--- config.mk ---
export PLATFORM = sky130hd
export DESIGN_NAME = pcp_config_status
export DESIGN_NICKNAME = d
export VERILOG_FILES = /design/src/pkg/pcp_pkg.sv /design/src/rtl/pcp_config_status.sv
export SDC_FILE = /design/constraint.sdc
export NUM_CORES = 1
export LEC_CHECK = 0
export ABC_CLOCK_PERIOD_IN_PS = 3100
export BUFFER_PORTS_ARGS = -buffer_cell sky130_fd_sc_hd__buf_4
export CAP_MARGIN = 15
export CORE_ASPECT_RATIO = 1.5
export CORE_MARGIN = 3
export CORE_UTILIZATION = 45
export CTS_CLUSTER_SIZE = 20
export DETAILED_ROUTE_END_ITERATION = 8
export GPL_ROUTABILITY_DRIVEN = 0
export PLACE_DENSITY = 0.87
export SETUP_SLACK_MARGIN = 0.1
export SYNTH_ARGS = -nofsm -noshare
export SYNTH_HDL_FRONTEND = slang
export SYNTH_SLANG_ARGS = --single-unit
--- constraint.sdc ---
create_clock -name clk -period 3.1 [get_ports clk]
set_clock_uncertainty 0.1 [all_clocks]
set_input_delay 0.31 -clock clk [delete_from_list [all_inputs] [get_ports clk]]
set_output_delay 0.31 -clock clk [all_outputs]
set_load 0.03 [all_outputs]
--- src/pkg/pcp_pkg.sv ---
// constants for the phy configuration and status pin block
// assumes one clock domain and a 32-bit axi4-lite register bus
package pcp_pkg;

  // ----------------------------------------------------------------
  // register offsets (byte addresses)
  // ----------------------------------------------------------------
  localparam logic [3:0] PCP_OFF_CTRL = 4'h0;
  localparam logic [3:0] PCP_OFF_STATUS = 4'h4;
  localparam logic [3:0] PCP_OFF_INT_STAT = 4'h8;
  localparam logic [3:0] PCP_OFF_INT_MASK = 4'hc;

  // ----------------------------------------------------------------
  // control register fields
  // ----------------------------------------------------------------
  localparam int PCP_CTRL_SPEED_BIT = 0;
  localparam int PCP_CTRL_LOWPWR_BIT = 1;
  localparam logic [1:0] PCP_CTRL_RST = 2'h1;

  // ----------------------------------------------------------------
  // status register fields
  // ----------------------------------------------------------------
  localparam int PCP_ST_SWMODE_BIT = 0;
  localparam int PCP_ST_REPEATER_BIT = 1;
  localparam int PCP_ST_IFACE_LSB = 2;
  localparam int PCP_ST_SPEED_BIT = 4;
  localparam int PCP_ST_LOWPWR_BIT = 5;
  localparam int PCP_ST_LOCK_BIT = 6;
  localparam int PCP_ST_LINK_BIT = 7;
  localparam int PCP_ST_SIGDET_BIT = 8;
  localparam int PCP_ST_RUN_BIT = 9;

  // ----------------------------------------------------------------
  // interrupt events
  // ----------------------------------------------------------------
  localparam int PCP_INT_W = 3;
  localparam int PCP_INT_LOCK_BIT = 0;
  localparam int PCP_INT_LINK_BIT = 1;
  localparam int PCP_INT_SIGDET_BIT = 2;

  // ----------------------------------------------------------------
  // bus answers and synchroniser width
  // ----------------------------------------------------------------
  localparam logic [1:0] PCP_RESP_OKAY = 2'h0;
  localparam logic [1:0] PCP_RESP_SLVERR = 2'h2;
  localparam int PCP_SYNC_W = 6;

  // ----------------------------------------------------------------
  // mac-side interface kinds and bring-up states
  // ----------------------------------------------------------------
  typedef enum logic [1:0] {
    PCP_IF_MII = 2'h0,
    PCP_IF_SYMBOL100 = 2'h1,
    PCP_IF_SERIAL10 = 2'h2
  } pcp_iface_type;

  typedef enum logic [1:0] {
    PCP_ST_HOLD = 2'h0,
    PCP_ST_SAMPLE = 2'h1,
    PCP_ST_RUN = 2'h3
  } pcp_state_type;

endpackage

--- src/rtl/pcp_config_status.sv ---
// configuration decode and status pin drive for a 10/100 phy
// assumes strap pins are quasi-static, core status inputs synchronous
// to clk, and an axi4-lite master on the register port
//
// Contract
// - low control select hardware, high software mode
// - software mode drives config pins as outputs
// - lock output high while descrambler locked
// - link output high while link established
// - link pin carries signal detect in stream modes
// - interface select low mii, high stream
// - interface type uses speed and low-power too
// - role select low node, high repeater default
// - role changes sqe test and carrier sense
// - reset pin low holds core in reset
//
// Added by the designer: the AXI4-Lite register port and the register offsets.
`timescale 1ns/1ps
module pcp_config_status #(
  parameter int ADDR_W = 4
) (
  input wire logic clk,
  input wire logic reset,
  input wire logic ce,
  // board pins
  input wire logic hard_reset_low,
  input wire logic control_source_select,
  input wire logic station_role_select,
  input wire logic mii_stream_select,
  input wire logic speed_select_in,
  output logic speed_select_out,
  output logic speed_select_oe,
  input wire logic low_power_ten_select_in,
  output logic low_power_ten_select_out,
  output logic low_power_ten_select_oe,
  output logic cipher_lock_out,
  output logic link_up_out,
  output logic carrier_sense_out,
  // core side
  input wire logic descrambler_locked,
  input wire logic link_established,
  input wire logic signal_detected,
  input wire logic rx_activity,
  input wire logic tx_activity,
  output logic core_reset,
  output logic sqe_test_enable,
  output logic speed_100,
  output logic [1:0] iface_mode,
  // axi4-lite slave
  input wire logic [ADDR_W-1:0] s_axi_awaddr,
  input wire logic s_axi_awvalid,
  output logic s_axi_awready,
  input wire logic [31:0] s_axi_wdata,
  input wire logic [3:0] s_axi_wstrb,
  input wire logic s_axi_wvalid,
  output logic s_axi_wready,
  output logic [1:0] s_axi_bresp,
  output logic s_axi_bvalid,
  input wire logic s_axi_bready,
  input wire logic [ADDR_W-1:0] s_axi_araddr,
  input wire logic s_axi_arvalid,
  output logic s_axi_arready,
  output logic [31:0] s_axi_rdata,
  output logic [1:0] s_axi_rresp,
  output logic s_axi_rvalid,
  input wire logic s_axi_rready,
  output logic irq
);

  // ----------------------------------------------------------------
  // declarations
  // ----------------------------------------------------------------
  logic [pcp_pkg::PCP_SYNC_W-1:0] sync1_q;
  logic [pcp_pkg::PCP_SYNC_W-1:0] sync2_q;
  pcp_pkg::pcp_state_type state_q;
  pcp_pkg::pcp_state_type state_d;
  logic sw_mode_q;
  logic repeater_q;
  logic stream_q;
  logic hw_speed_q;
  logic hw_lowpwr_q;
  logic [1:0] ctrl_q;
  logic eff_speed;
  logic eff_lowpwr;
  pcp_pkg::pcp_iface_type iface;
  logic running;
  logic lock_q;
  logic link_q;
  logic sigdet_q;
  logic [pcp_pkg::PCP_INT_W-1:0] events;
  logic [pcp_pkg::PCP_INT_W-1:0] int_stat_q;
  logic [pcp_pkg::PCP_INT_W-1:0] int_mask_q;
  logic [pcp_pkg::PCP_INT_W-1:0] int_clr;
  logic aw_hold_q;
  logic w_hold_q;
  logic [ADDR_W-1:0] awaddr_q;
  logic [31:0] wdata_q;
  logic wstrb0_q;
  logic do_write;
  logic [31:0] status_word;
  logic [31:0] rd_word;
  logic rd_ok;

  // ----------------------------------------------------------------
  // pin synchroniser, first stage read only by second
  // ----------------------------------------------------------------
  // two flops per pin; straps are slow so skew between bits is harmless
  always_ff @(posedge clk) begin
    if (reset) begin
      sync1_q <= '0;
      sync2_q <= '0;
    end else if (ce) begin
      sync1_q <= {hard_reset_low, control_source_select,
                  station_role_select, mii_stream_select,
                  speed_select_in, low_power_ten_select_in};
      sync2_q <= sync1_q;
    end
  end

  // ----------------------------------------------------------------
  // bring-up sequence
  // ----------------------------------------------------------------
  // hold while reset pin low, sample straps once, then run
  always_comb begin
    state_d = state_q;
    case (state_q)
      pcp_pkg::PCP_ST_HOLD: begin
        if (sync2_q[5]) begin
          state_d = pcp_pkg::PCP_ST_SAMPLE;
        end
      end
      pcp_pkg::PCP_ST_SAMPLE: begin
        state_d = sync2_q[5] ? pcp_pkg::PCP_ST_RUN : pcp_pkg::PCP_ST_HOLD;
      end
      pcp_pkg::PCP_ST_RUN: begin
        if (!sync2_q[5]) begin
          state_d = pcp_pkg::PCP_ST_HOLD;
        end
      end
      default: begin
        state_d = pcp_pkg::PCP_ST_HOLD;
      end
    endcase
  end

  always_ff @(posedge clk) begin
    if (reset) begin
      state_q <= pcp_pkg::PCP_ST_HOLD;
    end else if (ce) begin
      state_q <= state_d;
    end
  end

  assign running = (state_q == pcp_pkg::PCP_ST_RUN);
  assign core_reset = !running;

  // ----------------------------------------------------------------
  // strap capture at reset release
  // ----------------------------------------------------------------
  // straps latched once so modes stay consistent until next reset
  always_ff @(posedge clk) begin
    if (reset) begin
      sw_mode_q <= 1'b0;
      repeater_q <= 1'b0;
      stream_q <= 1'b0;
      hw_speed_q <= 1'b0;
      hw_lowpwr_q <= 1'b0;
    end else if (ce && state_q == pcp_pkg::PCP_ST_SAMPLE) begin
      sw_mode_q <= sync2_q[4];
      repeater_q <= sync2_q[3];
      stream_q <= sync2_q[2];
      hw_speed_q <= sync2_q[1];
      hw_lowpwr_q <= sync2_q[0];
    end
  end

  // ----------------------------------------------------------------
  // mode decode
  // ----------------------------------------------------------------
  // software mode takes speed and low power from the control register
  assign eff_speed = sw_mode_q ? ctrl_q[pcp_pkg::PCP_CTRL_SPEED_BIT]
                               : hw_speed_q;
  assign eff_lowpwr = sw_mode_q ? ctrl_q[pcp_pkg::PCP_CTRL_LOWPWR_BIT]
                                : hw_lowpwr_q;

  // stream mode splits by speed and low-power select
  always_comb begin
    if (!stream_q) begin
      iface = pcp_pkg::PCP_IF_MII;
    end else if (eff_speed && !eff_lowpwr) begin
      iface = pcp_pkg::PCP_IF_SYMBOL100;
    end else begin
      iface = pcp_pkg::PCP_IF_SERIAL10;
    end
  end

  // ----------------------------------------------------------------
  // pin and core outputs
  // ----------------------------------------------------------------
  // registered so no glitch reaches the pins
  always_ff @(posedge clk) begin
    if (reset) begin
      speed_select_out <= 1'b0;
      speed_select_oe <= 1'b0;
      low_power_ten_select_out <= 1'b0;
      low_power_ten_select_oe <= 1'b0;
      cipher_lock_out <= 1'b0;
      link_up_out <= 1'b0;
      carrier_sense_out <= 1'b0;
      sqe_test_enable <= 1'b0;
      speed_100 <= 1'b0;
      iface_mode <= pcp_pkg::PCP_IF_MII;
    end else if (ce) begin
      // config pins turn to outputs only in software mode
      speed_select_out <= eff_speed;
      speed_select_oe <= running && sw_mode_q;
      low_power_ten_select_out <= eff_lowpwr;
      low_power_ten_select_oe <= running && sw_mode_q;
      cipher_lock_out <= running && descrambler_locked;
      if (iface == pcp_pkg::PCP_IF_MII) begin
        link_up_out <= running && link_established;
      end else begin
        link_up_out <= running && signal_detected;
      end
      // repeater sees receive only; node also counts its own transmit
      carrier_sense_out <= running && (rx_activity ||
                           (!repeater_q && tx_activity));
      sqe_test_enable <= running && !repeater_q;
      speed_100 <= eff_speed;
      iface_mode <= iface;
    end
  end

  // ----------------------------------------------------------------
  // status tracking and interrupt events
  // ----------------------------------------------------------------
  // an event is any change of lock, link or signal detect
  always_ff @(posedge clk) begin
    if (reset) begin
      lock_q <= 1'b0;
      link_q <= 1'b0;
      sigdet_q <= 1'b0;
    end else if (ce) begin
      lock_q <= running && descrambler_locked;
      link_q <= running && link_established;
      sigdet_q <= running && signal_detected;
    end
  end

  always_comb begin
    events = '0;
    events[pcp_pkg::PCP_INT_LOCK_BIT] =
      lock_q != (running && descrambler_locked);
    events[pcp_pkg::PCP_INT_LINK_BIT] =
      link_q != (running && link_established);
    events[pcp_pkg::PCP_INT_SIGDET_BIT] =
      sigdet_q != (running && signal_detected);
  end

  // write one clears; a new event in the same cycle wins
  assign int_clr = (do_write && awaddr_q == pcp_pkg::PCP_OFF_INT_STAT
                    && wstrb0_q) ? wdata_q[pcp_pkg::PCP_INT_W-1:0] : '0;

  always_ff @(posedge clk) begin
    if (reset) begin
      int_stat_q <= '0;
    end else if (ce) begin
      int_stat_q <= (int_stat_q & ~int_clr) | events;
    end
  end

  assign irq = |(int_stat_q & int_mask_q);

  // ----------------------------------------------------------------
  // axi4-lite write path
  // ----------------------------------------------------------------
  // address and data taken in either order, answer after both
  assign s_axi_awready = !aw_hold_q && !s_axi_bvalid;
  assign s_axi_wready = !w_hold_q && !s_axi_bvalid;
  assign do_write = aw_hold_q && w_hold_q && !s_axi_bvalid;

  always_ff @(posedge clk) begin
    if (reset) begin
      aw_hold_q <= 1'b0;
      w_hold_q <= 1'b0;
      awaddr_q <= '0;
      wdata_q <= '0;
      wstrb0_q <= 1'b0;
      s_axi_bvalid <= 1'b0;
      s_axi_bresp <= pcp_pkg::PCP_RESP_OKAY;
    end else if (ce) begin
      if (s_axi_awvalid && s_axi_awready) begin
        aw_hold_q <= 1'b1;
        awaddr_q <= s_axi_awaddr;
      end
      if (s_axi_wvalid && s_axi_wready) begin
        w_hold_q <= 1'b1;
        wdata_q <= s_axi_wdata;
        wstrb0_q <= s_axi_wstrb[0];
      end
      if (do_write) begin
        aw_hold_q <= 1'b0;
        w_hold_q <= 1'b0;
        s_axi_bvalid <= 1'b1;
        if (awaddr_q == pcp_pkg::PCP_OFF_CTRL ||
            awaddr_q == pcp_pkg::PCP_OFF_STATUS ||
            awaddr_q == pcp_pkg::PCP_OFF_INT_STAT ||
            awaddr_q == pcp_pkg::PCP_OFF_INT_MASK) begin
          s_axi_bresp <= pcp_pkg::PCP_RESP_OKAY;
        end else begin
          s_axi_bresp <= pcp_pkg::PCP_RESP_SLVERR;
        end
      end else if (s_axi_bvalid && s_axi_bready) begin
        s_axi_bvalid <= 1'b0;
      end
    end
  end

  // writable registers; status is read only and ignores writes
  always_ff @(posedge clk) begin
    if (reset) begin
      ctrl_q <= pcp_pkg::PCP_CTRL_RST;
      int_mask_q <= '0;
    end else if (ce && do_write && wstrb0_q) begin
      if (awaddr_q == pcp_pkg::PCP_OFF_CTRL) begin
        ctrl_q <= wdata_q[1:0];
      end else if (awaddr_q == pcp_pkg::PCP_OFF_INT_MASK) begin
        int_mask_q <= wdata_q[pcp_pkg::PCP_INT_W-1:0];
      end
    end
  end

  // ----------------------------------------------------------------
  // axi4-lite read path
  // ----------------------------------------------------------------
  always_comb begin
    status_word = '0;
    status_word[pcp_pkg::PCP_ST_SWMODE_BIT] = sw_mode_q;
    status_word[pcp_pkg::PCP_ST_REPEATER_BIT] = repeater_q;
    status_word[pcp_pkg::PCP_ST_IFACE_LSB +: 2] = iface;
    status_word[pcp_pkg::PCP_ST_SPEED_BIT] = eff_speed;
    status_word[pcp_pkg::PCP_ST_LOWPWR_BIT] = eff_lowpwr;
    status_word[pcp_pkg::PCP_ST_LOCK_BIT] = lock_q;
    status_word[pcp_pkg::PCP_ST_LINK_BIT] = link_q;
    status_word[pcp_pkg::PCP_ST_SIGDET_BIT] = sigdet_q;
    status_word[pcp_pkg::PCP_ST_RUN_BIT] = running;
  end

  // unmapped address reads zero with slave error
  always_comb begin
    rd_word = '0;
    rd_ok = 1'b1;
    if (s_axi_araddr == pcp_pkg::PCP_OFF_CTRL) begin
      rd_word[1:0] = ctrl_q;
    end else if (s_axi_araddr == pcp_pkg::PCP_OFF_STATUS) begin
      rd_word = status_word;
    end else if (s_axi_araddr == pcp_pkg::PCP_OFF_INT_STAT) begin
      rd_word[pcp_pkg::PCP_INT_W-1:0] = int_stat_q;
    end else if (s_axi_araddr == pcp_pkg::PCP_OFF_INT_MASK) begin
      rd_word[pcp_pkg::PCP_INT_W-1:0] = int_mask_q;
    end else begin
      rd_ok = 1'b0;
    end
  end

  assign s_axi_arready = !s_axi_rvalid;

  always_ff @(posedge clk) begin
    if (reset) begin
      s_axi_rvalid <= 1'b0;
      s_axi_rdata <= '0;
      s_axi_rresp <= pcp_pkg::PCP_RESP_OKAY;
    end else if (ce) begin
      if (s_axi_arvalid && s_axi_arready) begin
        s_axi_rvalid <= 1'b1;
        s_axi_rdata <= rd_word;
        s_axi_rresp <= rd_ok ? pcp_pkg::PCP_RESP_OKAY
                             : pcp_pkg::PCP_RESP_SLVERR;
      end else if (s_axi_rvalid && s_axi_rready) begin
        s_axi_rvalid <= 1'b0;
      end
    end
  end

endmodule

Word level (Yosys, flattened, before mapping)

Index checks and enable logic that the tools add are counted.

Equal/unequal tests: 13
Multiplexer cells: 30
Bitwise gates (word level): 5
Reductions and logical operators: 53

Operators by type and width:

| operator                                      | count |
|---|---|
| 2-to-1 mux 30 bit                             | 1 |
| logical AND 1 bit                             | 22 |
| AND reduction 2 bit                           | 9 |
| == test 4 bit, second input constant          | 4 |
| 2-to-1 mux 2 bit                              | 8 |
| 2-to-1 mux 1 bit                              | 15 |
| 2-to-1 mux 3 bit                              | 4 |
| == test 4 x 3 -> 1 bit, second input constant | 2 |
| logical NOT 4 bit                             | 2 |
| nonzero test 2 bit                            | 4 |
| logical NOT 1 bit                             | 7 |
| 2-to-1 mux 7 bit                              | 1 |
| AND 3 bit                                     | 2 |
| case mux 2 bit (3 select lines)               | 1 |
| AND reduction 3 bit                           | 2 |
| logical NOT 2 bit                             | 2 |
| logical OR 1 bit                              | 4 |
| inequality test 2 bit, second input constant  | 2 |
| inequality test 1 bit                         | 3 |
| inverter 3 bit                                | 1 |
| bitwise OR 3 bit                              | 1 |
| OR reduction 3 bit                            | 1 |
| == test 2 x 1 -> 1 bit, second input constant | 1 |
| == test 2 bit, second input constant          | 1 |
| inverter 1 bit                                | 1 |

Register bits after elaboration: 86
Input port bits: 63
Output and inout port bits: 54
Word-level logic and storage cells: 132

Depth between registers and ports, before layout

Gate-level depths: netlist of the first run.

Depth after elaboration: 8
Gate-level depth with buffers: 7
Gate-level depth less buffers: 5

Worst setup path before layout of the first run

Ideal clock, no wire load.

Kind: reg-to-reg
From: register s_axi_bvalid
To: register int_mask_q[0] (netlist bit)
Library setup time: 0.128 ns
Arrival time: 1.384 ns
Required time: 2.872 ns
Slack: 1.488 ns
Stages on the path, launching flop included: 7
Path buffers: 2
Clock period less this slack: 1.612 ns
Cells stage by stage: dfxtp_1 > and4b_1 > buf_6 > and4_1 > buf_6 > mux2i_1 > nor2_1

Cells in the longest elaborated chain, start to end: 5

RTL lines:

| element                              | RTL line                 | text |
|---|---|---|
| start, declared                      | pcp_config_status.sv:58  | `output logic s_axi_bvalid,` |
| start signal, assigned               | pcp_config_status.sv:289 | `s_axi_bvalid <= 1'b0;` |
| start signal, assigned               | pcp_config_status.sv:304 | `s_axi_bvalid <= 1'b1;` |
| start signal, assigned               | pcp_config_status.sv:314 | `s_axi_bvalid <= 1'b0;` |
| logical NOT 1 bit                    | pcp_config_status.sv:280 | `assign do_write = aw_hold_q && w_hold_q && !s_axi_bvalid;` |
| logical AND 1 bit                    | pcp_config_status.sv:280 |  |
| logical AND 1 bit (2 in series)      | pcp_config_status.sv:324 | `end else if (ce && do_write && wstrb0_q) begin` |
| AND reduction 3 bit (no source line) | -                        |  |
| end signal, assigned                 | pcp_config_status.sv:328 | `int_mask_q <= wdata_q[pcp_pkg::PCP_INT_W-1:0];` |
| end, declared                        | pcp_config_status.sv:92  | `logic [pcp_pkg::PCP_INT_W-1:0] int_mask_q;` |

Every way passes these cells.
A chain may end at the register's enable or synchronous reset.

Final worst setup path of the first run

From: register state_q[0]
To: output port core_reset

Cells in the longest elaborated chain, start to end: 2

RTL lines:

| element                | RTL line                 | text |
|---|---|---|
| start, declared        | pcp_config_status.sv:75  | `pcp_pkg::pcp_state_type state_q;` |
| start signal, assigned | pcp_config_status.sv:148 | `state_q <= pcp_pkg::PCP_ST_HOLD;` |
| start signal, assigned | pcp_config_status.sv:150 | `state_q <= state_d;` |
| == test 2 bit          | pcp_config_status.sv:154 | `assign running = (state_q == pcp_pkg::PCP_ST_RUN);` |
| logical NOT 1 bit      | pcp_config_status.sv:155 | `assign core_reset = !running;` |
| end, declared          | pcp_config_status.sv:45  | `output logic core_reset,` |

Every way passes these cells.

==> results_dict.tcl, run 1 <==
set metrics [dict create \
    ctsHoldBuffers 0 \
    antenna_found_initial 0 \
    worstHoldPathType "in -> reg" \
    syn-instance-count 315 \
    fmax_mhz 505 \
    port_buffers 60 \
    tightestPinTransition_ns 0.587 \
    grt_max_degree 63 \
    post_drt_wl_per_cell_um 13.5 \
    seqPwrFrac_pct 52.1 \
    root_buffer "clkbuf_8" \
    max_slew_margin_pct 60.9 \
    end_kind "output pin" \
    placed_area_um2 3100 \
    slowest_delay_ns 0.57 \
    switching_share_pct 26.0 \
    p_leak_nw 1.38 \
    worstHoldStart "mii_stream_select" \
    design_area_um2 3260 \
    first_iter_violations 116 \
    status "complete, no violations" \
    critPathArrivalTime_ns 1.57 \
    place_hpwl_mm 4.30 \
    layout.area.seq_um2 1240 \
    netlist_area_um2 2770 \
    drive_gt1_share_pct 21.9 \
    finalCriticalPeriod_ns 1.98 \
    die-area_um2 7160 \
    h-tree-depth 3 \
    mostFrequentLayoutCell "buf_4" \
    ys_ff_latch 62 \
    postLayoutCoreUtil_pct 55.5 \
    cts_buffer_depth 2 \
    cp-start-kind "register" \
    initial_utilization_pct 47.2 \
    slowest_stage "dfxtp_1" \
    p_per_area_nw_per_um2 491 \
    drc_errors 0 \
    fin_tns_setup_ns 0 \
    setup_violations 0 \
    antennaDiodeCount 0 \
    core_um2 5870 \
    hold_viol 0 \
    critPathKind "reg -> out" \
    die_h_um 102 \
    wirelength_mm 5.88 \
    crit_buf_inv 2 \
    drv_cap 0 \
    min_to "sync1_q[2]" \
    nets 425 \
    io-pin-count 117 \
    cts_tree "yes" \
    hold-worst-slack_ns 0.112 \
    via_per_inst 5.12 \
    crit_family "flip-flops" \
    r2r-end "s_axi_rdata[2]" \
    ant_nets 0 \
    cp_cell_sequence "and2_1 > inv_1 > buf_4" \
    multi_input_area_um2 1270 \
    grt_pass1_wl_mm 9.80 \
    cts_setup_buffers 0 \
    synth_area_per_cell_um2 8.80 \
    reg2reg_from "s_axi_rvalid" \
    ctsResizeCount 0 \
    synth.distinct_cells 42 \
    first_pass_iters 4 \
    crit_fanout 12 \
    ff2ff_setup_slack_ns 1.41 \
    share_comb_of_total_power_pct 11.4 \
    clkLatencyLatePin_ns 0.33 \
    switchingPower_w 0.000416 \
    grt_usage_pct 17.2 \
    r2r_cells 3 \
    fillerInstances 553 \
    synth_edf_count 0 \
    fp-row-count 34 \
    vias 2236 \
    async_flop_share_pct 0 \
    cts.sinks 62 \
    hold_depth 3 \
    path_clk_slew_ns 0.06 \
    yosysWarningCount 0 \
    rsz0062_at_grt "false" \
    final_cell_mix "63 x buf_4, 62 x dfxtp_1, 49 x nor2_1, 26 x mux2i_1, 24 x conb_1" \
    peakVddDrop_mv 0.332 \
    internal_power_w 0.00118 \
    numCtsBuffers 9 \
    grt-ovfl-total 0 \
    die_w_um 70.1 \
    cp_data_required_time_ns 2.69 \
    grt_pass1_vias 2103 \
    p_clk_share_pct 36.5 \
    drv_slew 0 \
    synth-main-ff-cell "dfxtp_1" \
    min_period_over_period_pct 63.9 \
    syn_to_final_growth_pct 17.6 \
    ys_seq_area_share_pct 44.8 \
]
[worst reg2reg max path, cell delays in order, from the launching register on]
cell and delay, ns:
dfxtp_1 0.33, nand3b_2 0.44, or4_1 0.62, o21ai_1 0.13
[flip-flops by register name, indices dropped and copies added, names as in the netlist, 2 cells and up]
| signal | cells |
|---|---|
| s_axi_rdata | 10 |
| sync1_q | 6 |
| sync2_q | 6 |
| awaddr_q | 4 |
| int_mask_q | 3 |
| int_stat_q | 3 |
| wdata_q | 3 |
| ctrl_q | 2 |
| iface_mode | 2 |
| state_q | 2 |
[cell families after synthesis]
kind of cell              share of synthesized area (%)
muxes                                              11.0
other                                             0.135
and+or+nand+nor                                    19.5
DFF                                                44.8
xor gates and xnor gates                          0.948
buffers and inverters                              12.4
AOI/OAI and AO/OA                                  11.2
[Yosys cell counts, drive strengths merged, types with 3 or more instances]
cell	instances	area share, %
inv	7	0.95
nand3	13	2.3
a22oi	6	1.6
xnor2	3	0.95
a21oi	21	3.8
clkbuf	14	1.9
nand2b	7	1.6
o21ai	5	0.90
a31oi	4	0.90
buf	36	9.5
mux2	4	1.6
nand2	21	2.8
mux2i	26	9.4
nor2b	7	1.6
dfxtp	62	45
nor2	49	6.6
[worst max-delay path by stage]
stage / startpoint / to / slack, ns / cells after the start
6_report: state_q[0] / core_reset / 1.12 / 3
5_1_grt: state_q[0] / core_reset / 1.01 / 3
4_1_cts: state_q[0] / core_reset / 1.13 / 3
3_5_place_dp: ce / sw_mode_q / 1.15 / 6
3_3_place_gp: ce / hw_lowpwr_q / 1.17 / 6
2_1_floorplan: s_axi_bvalid / int_mask_q[0] / 1.49 / 6
[power by group through the flow]
stage	Sequential (W)	Clock, W	Combinational, W
3_3_place_gp	0.000850	0	0.000179
4_1_cts	0.000833	0.000592	0.000184
6_report	0.000834	0.000584	0.000183
2_1_floorplan	0.000854	0	0.000147
3_5_place_dp	0.000851	0	0.000183
5_1_grt	0.000837	0.000624	0.000199
[layer usage]
metal	part of all wire, %	GRT usage (%)
met1	39	18.9
met2	53	31.4
met3	6.1	3.84
met4	2.2	8.26
met5	0	0
[final cells by class]
cell class              count  share of cell area [%]
clock buffers              12                    4.45
clock inverters             2                   0.307
inverters                   7                   0.806
multi-input cells         219                    39.1
flip-flops and latches     62                    38.1
well taps                  72                    2.76
repair buffers             63                    14.5
[stage by stage]
stage	power, W	std cells	setup WS [ns]
CTS	0.00161	437	1.13
detailed placement	0.00103	423	1.15
floorplan	0.00100	338	1.49
global placement	0.00103	423	1.17
global route	0.00166	437	1.01
finish	0.00160	437	1.12
Power figures use the tool's default switching activity.
==> inputs of run 2 (changes only) <==
- ABC_CLOCK_PERIOD_IN_PS: 3100 -> 1800
- CORE_UTILIZATION: 45 -> 43
- clock period: 3.1 -> 1.8 ns (I/O delays scaled with it)
==> results_dict.tcl, run 2 (synthesis results as in run 1) <==
set metrics [dict create \
    seqPwrFrac_pct 52.2 \
    mostFrequentLayoutCell "buf_4" \
    top_regs "s_axi_rdata: 10 flops, sync1_q: 6 flops, sync2_q: 6 flops" \
    peakVddDrop_mv 0.491 \
    largest_register_ffs 10 \
    grt_pass1_wl_mm 9.85 \
    antennaDiodeCount 0 \
    crit_family "simple AND/OR/NAND/NOR gates" \
    die-area_um2 7460 \
    cp_data_required_time_ns 1.91 \
    internal_power_w 0.00204 \
    end_kind "register" \
    crit_fanout 7 \
    die_w_um 71.6 \
    first_iter_violations 112 \
    p_leak_nw 1.45 \
    wirelength_mm 6.09 \
    io-pin-count 117 \
    grt_pass1_vias 2181 \
    initial_utilization_pct 44.6 \
    critPathKind "reg -> reg" \
    cts_setup_buffers 0 \
    drv_slew 0 \
    via_per_inst 4.98 \
    top_register "s_axi_rdata" \
    die_h_um 104 \
    switching_share_pct 26.0 \
    worstHoldStart "s_axi_wdata[2]" \
    core_um2 6220 \
    total_power_w 0.00275 \
    setup_ws_ns 0.210 \
    grt-ovfl-total 0 \
    drc_errors 0 \
    place_hpwl_mm 4.47 \
    slowest_stage "and4b_2" \
    crit_buf_inv 0 \
    clkLatencyLatePin_ns 0.33 \
    nets 442 \
    fp-row-count 35 \
    reg2reg_from "s_axi_bvalid" \
    rsz0062_at_grt "false" \
    grt_max_degree 41 \
    min_period_over_period_pct 88.3 \
    post_drt_wl_per_cell_um 13.3 \
    setup_violations 0 \
    first_pass_iters 5 \
    ant_nets 0 \
    slowest_delay_ns 0.39 \
    drv_cap 0 \
    syn_to_final_growth_pct 23.3 \
    worstHoldPathType "in -> reg" \
    switchingPower_w 0.000714 \
    hold_viol 0 \
    post-place-ws_ns 0.149 \
    share_comb_of_total_power_pct 12.7 \
    p_clk_share_pct 35.1 \
    p_per_area_nw_per_um2 804 \
    vias 2274 \
    fmax_mhz 629 \
    cts_buffer_depth 2 \
    final_cells 457 \
    h-tree-depth 3 \
    antenna_found_initial 0 \
    grt_usage_pct 16.5 \
    cts_tree "yes" \
    numCtsBuffers 9 \
    placedCellCount 429 \
    final_cell_mix "67 x buf_4, 62 x dfxtp_1, 49 x nor2_1, 26 x mux2i_1, 24 x conb_1" \
    status "complete, no violations" \
    fin_tns_setup_ns 0 \
    port_buffers 60 \
    cp_cell_sequence "and4b_2 > and4_1 > mux2i_1 > nor2_1" \
    path_clk_slew_ns 0.06 \
    cp-start-kind "register" \
    startpoint "s_axi_bvalid" \
    finalCriticalPeriod_ns 1.59 \
    cts.sinks 62 \
    root_buffer "clkbuf_8" \
    critPathArrivalTime_ns 1.70 \
    drive_gt1_share_pct 22.2 \
]
## run 2: power groups by stage
stage	sequential (W)	combinational (W)	clock (W)
after floorplan	0.00147	0.000253	0
after global placement	0.00146	0.000320	0
after detailed placement	0.00146	0.000325	0
after CTS	0.00143	0.000349	0.000994
after global routing	0.00144	0.000376	0.00106
final	0.00143	0.000349	0.000966
## run 2: layout make-up
class | count | area [um^2]
Timing Repair Buffer | 80 | 633
Multi-Input combinational cell | 219 | 1280
Clock inverter | 2 | 10.0
Tap cell | 74 | 92.6
Clock buffer | 13 | 139
Inverter | 7 | 26.3
Fill cell | 563 | 2800
Sequential cell | 62 | 1240
## run 2: repair_timing
item,CTS,global route
setup endpoints to repair,1,3
gates resized for setup,1,1
hold buffers,13,0
endpoints found under the hold margin,13,0
## run 2: final timing paths
path	to	slack, ns	cells past startpoint
hold / removal	wdata_q[2]	0.01	3
setup reg to reg	int_mask_q[1]	0.21	4
hold reg to reg	s_axi_rdata[3]	0.36	2
setup / recovery	int_mask_q[1]	0.21	4
## run 2: worst reg2reg max path, stage by stage, from the launching register on
cell     delay, ns
dfxtp_1       0.36
and4b_2       0.39
and4_1        0.32
mux2i_1       0.23
nor2_1        0.07
## run 2: through the flow
step / utilization (%) / instance area, um^2 / hold WS [ns]
2_1_floorplan: - / 2860 / 0.227
3_3_place_gp: 50.4 / 3140 / 0.313
3_5_place_dp: 50.4 / 3140 / 0.322
4_1_cts: 54.9 / 3420 / 0.0000761
5_1_grt: 55.0 / 3420 / 0.0246
6_report: 55.0 / 3420 / 0.00975
## run 2: routing by layer
| layer | wire [um] | vias to the layer above | global-route usage (%) |
|---|---|---|---|
| li1 | - | 1147 | - |
| met1 | 2420 | 1036 | 17.9 |
| met2 | 3140 | 79 | 28.7 |
| met3 | 401 | 12 | 5.13 |
| met4 | 125 | 0 | 7.53 |
| met5 | 0 | - | 0 |
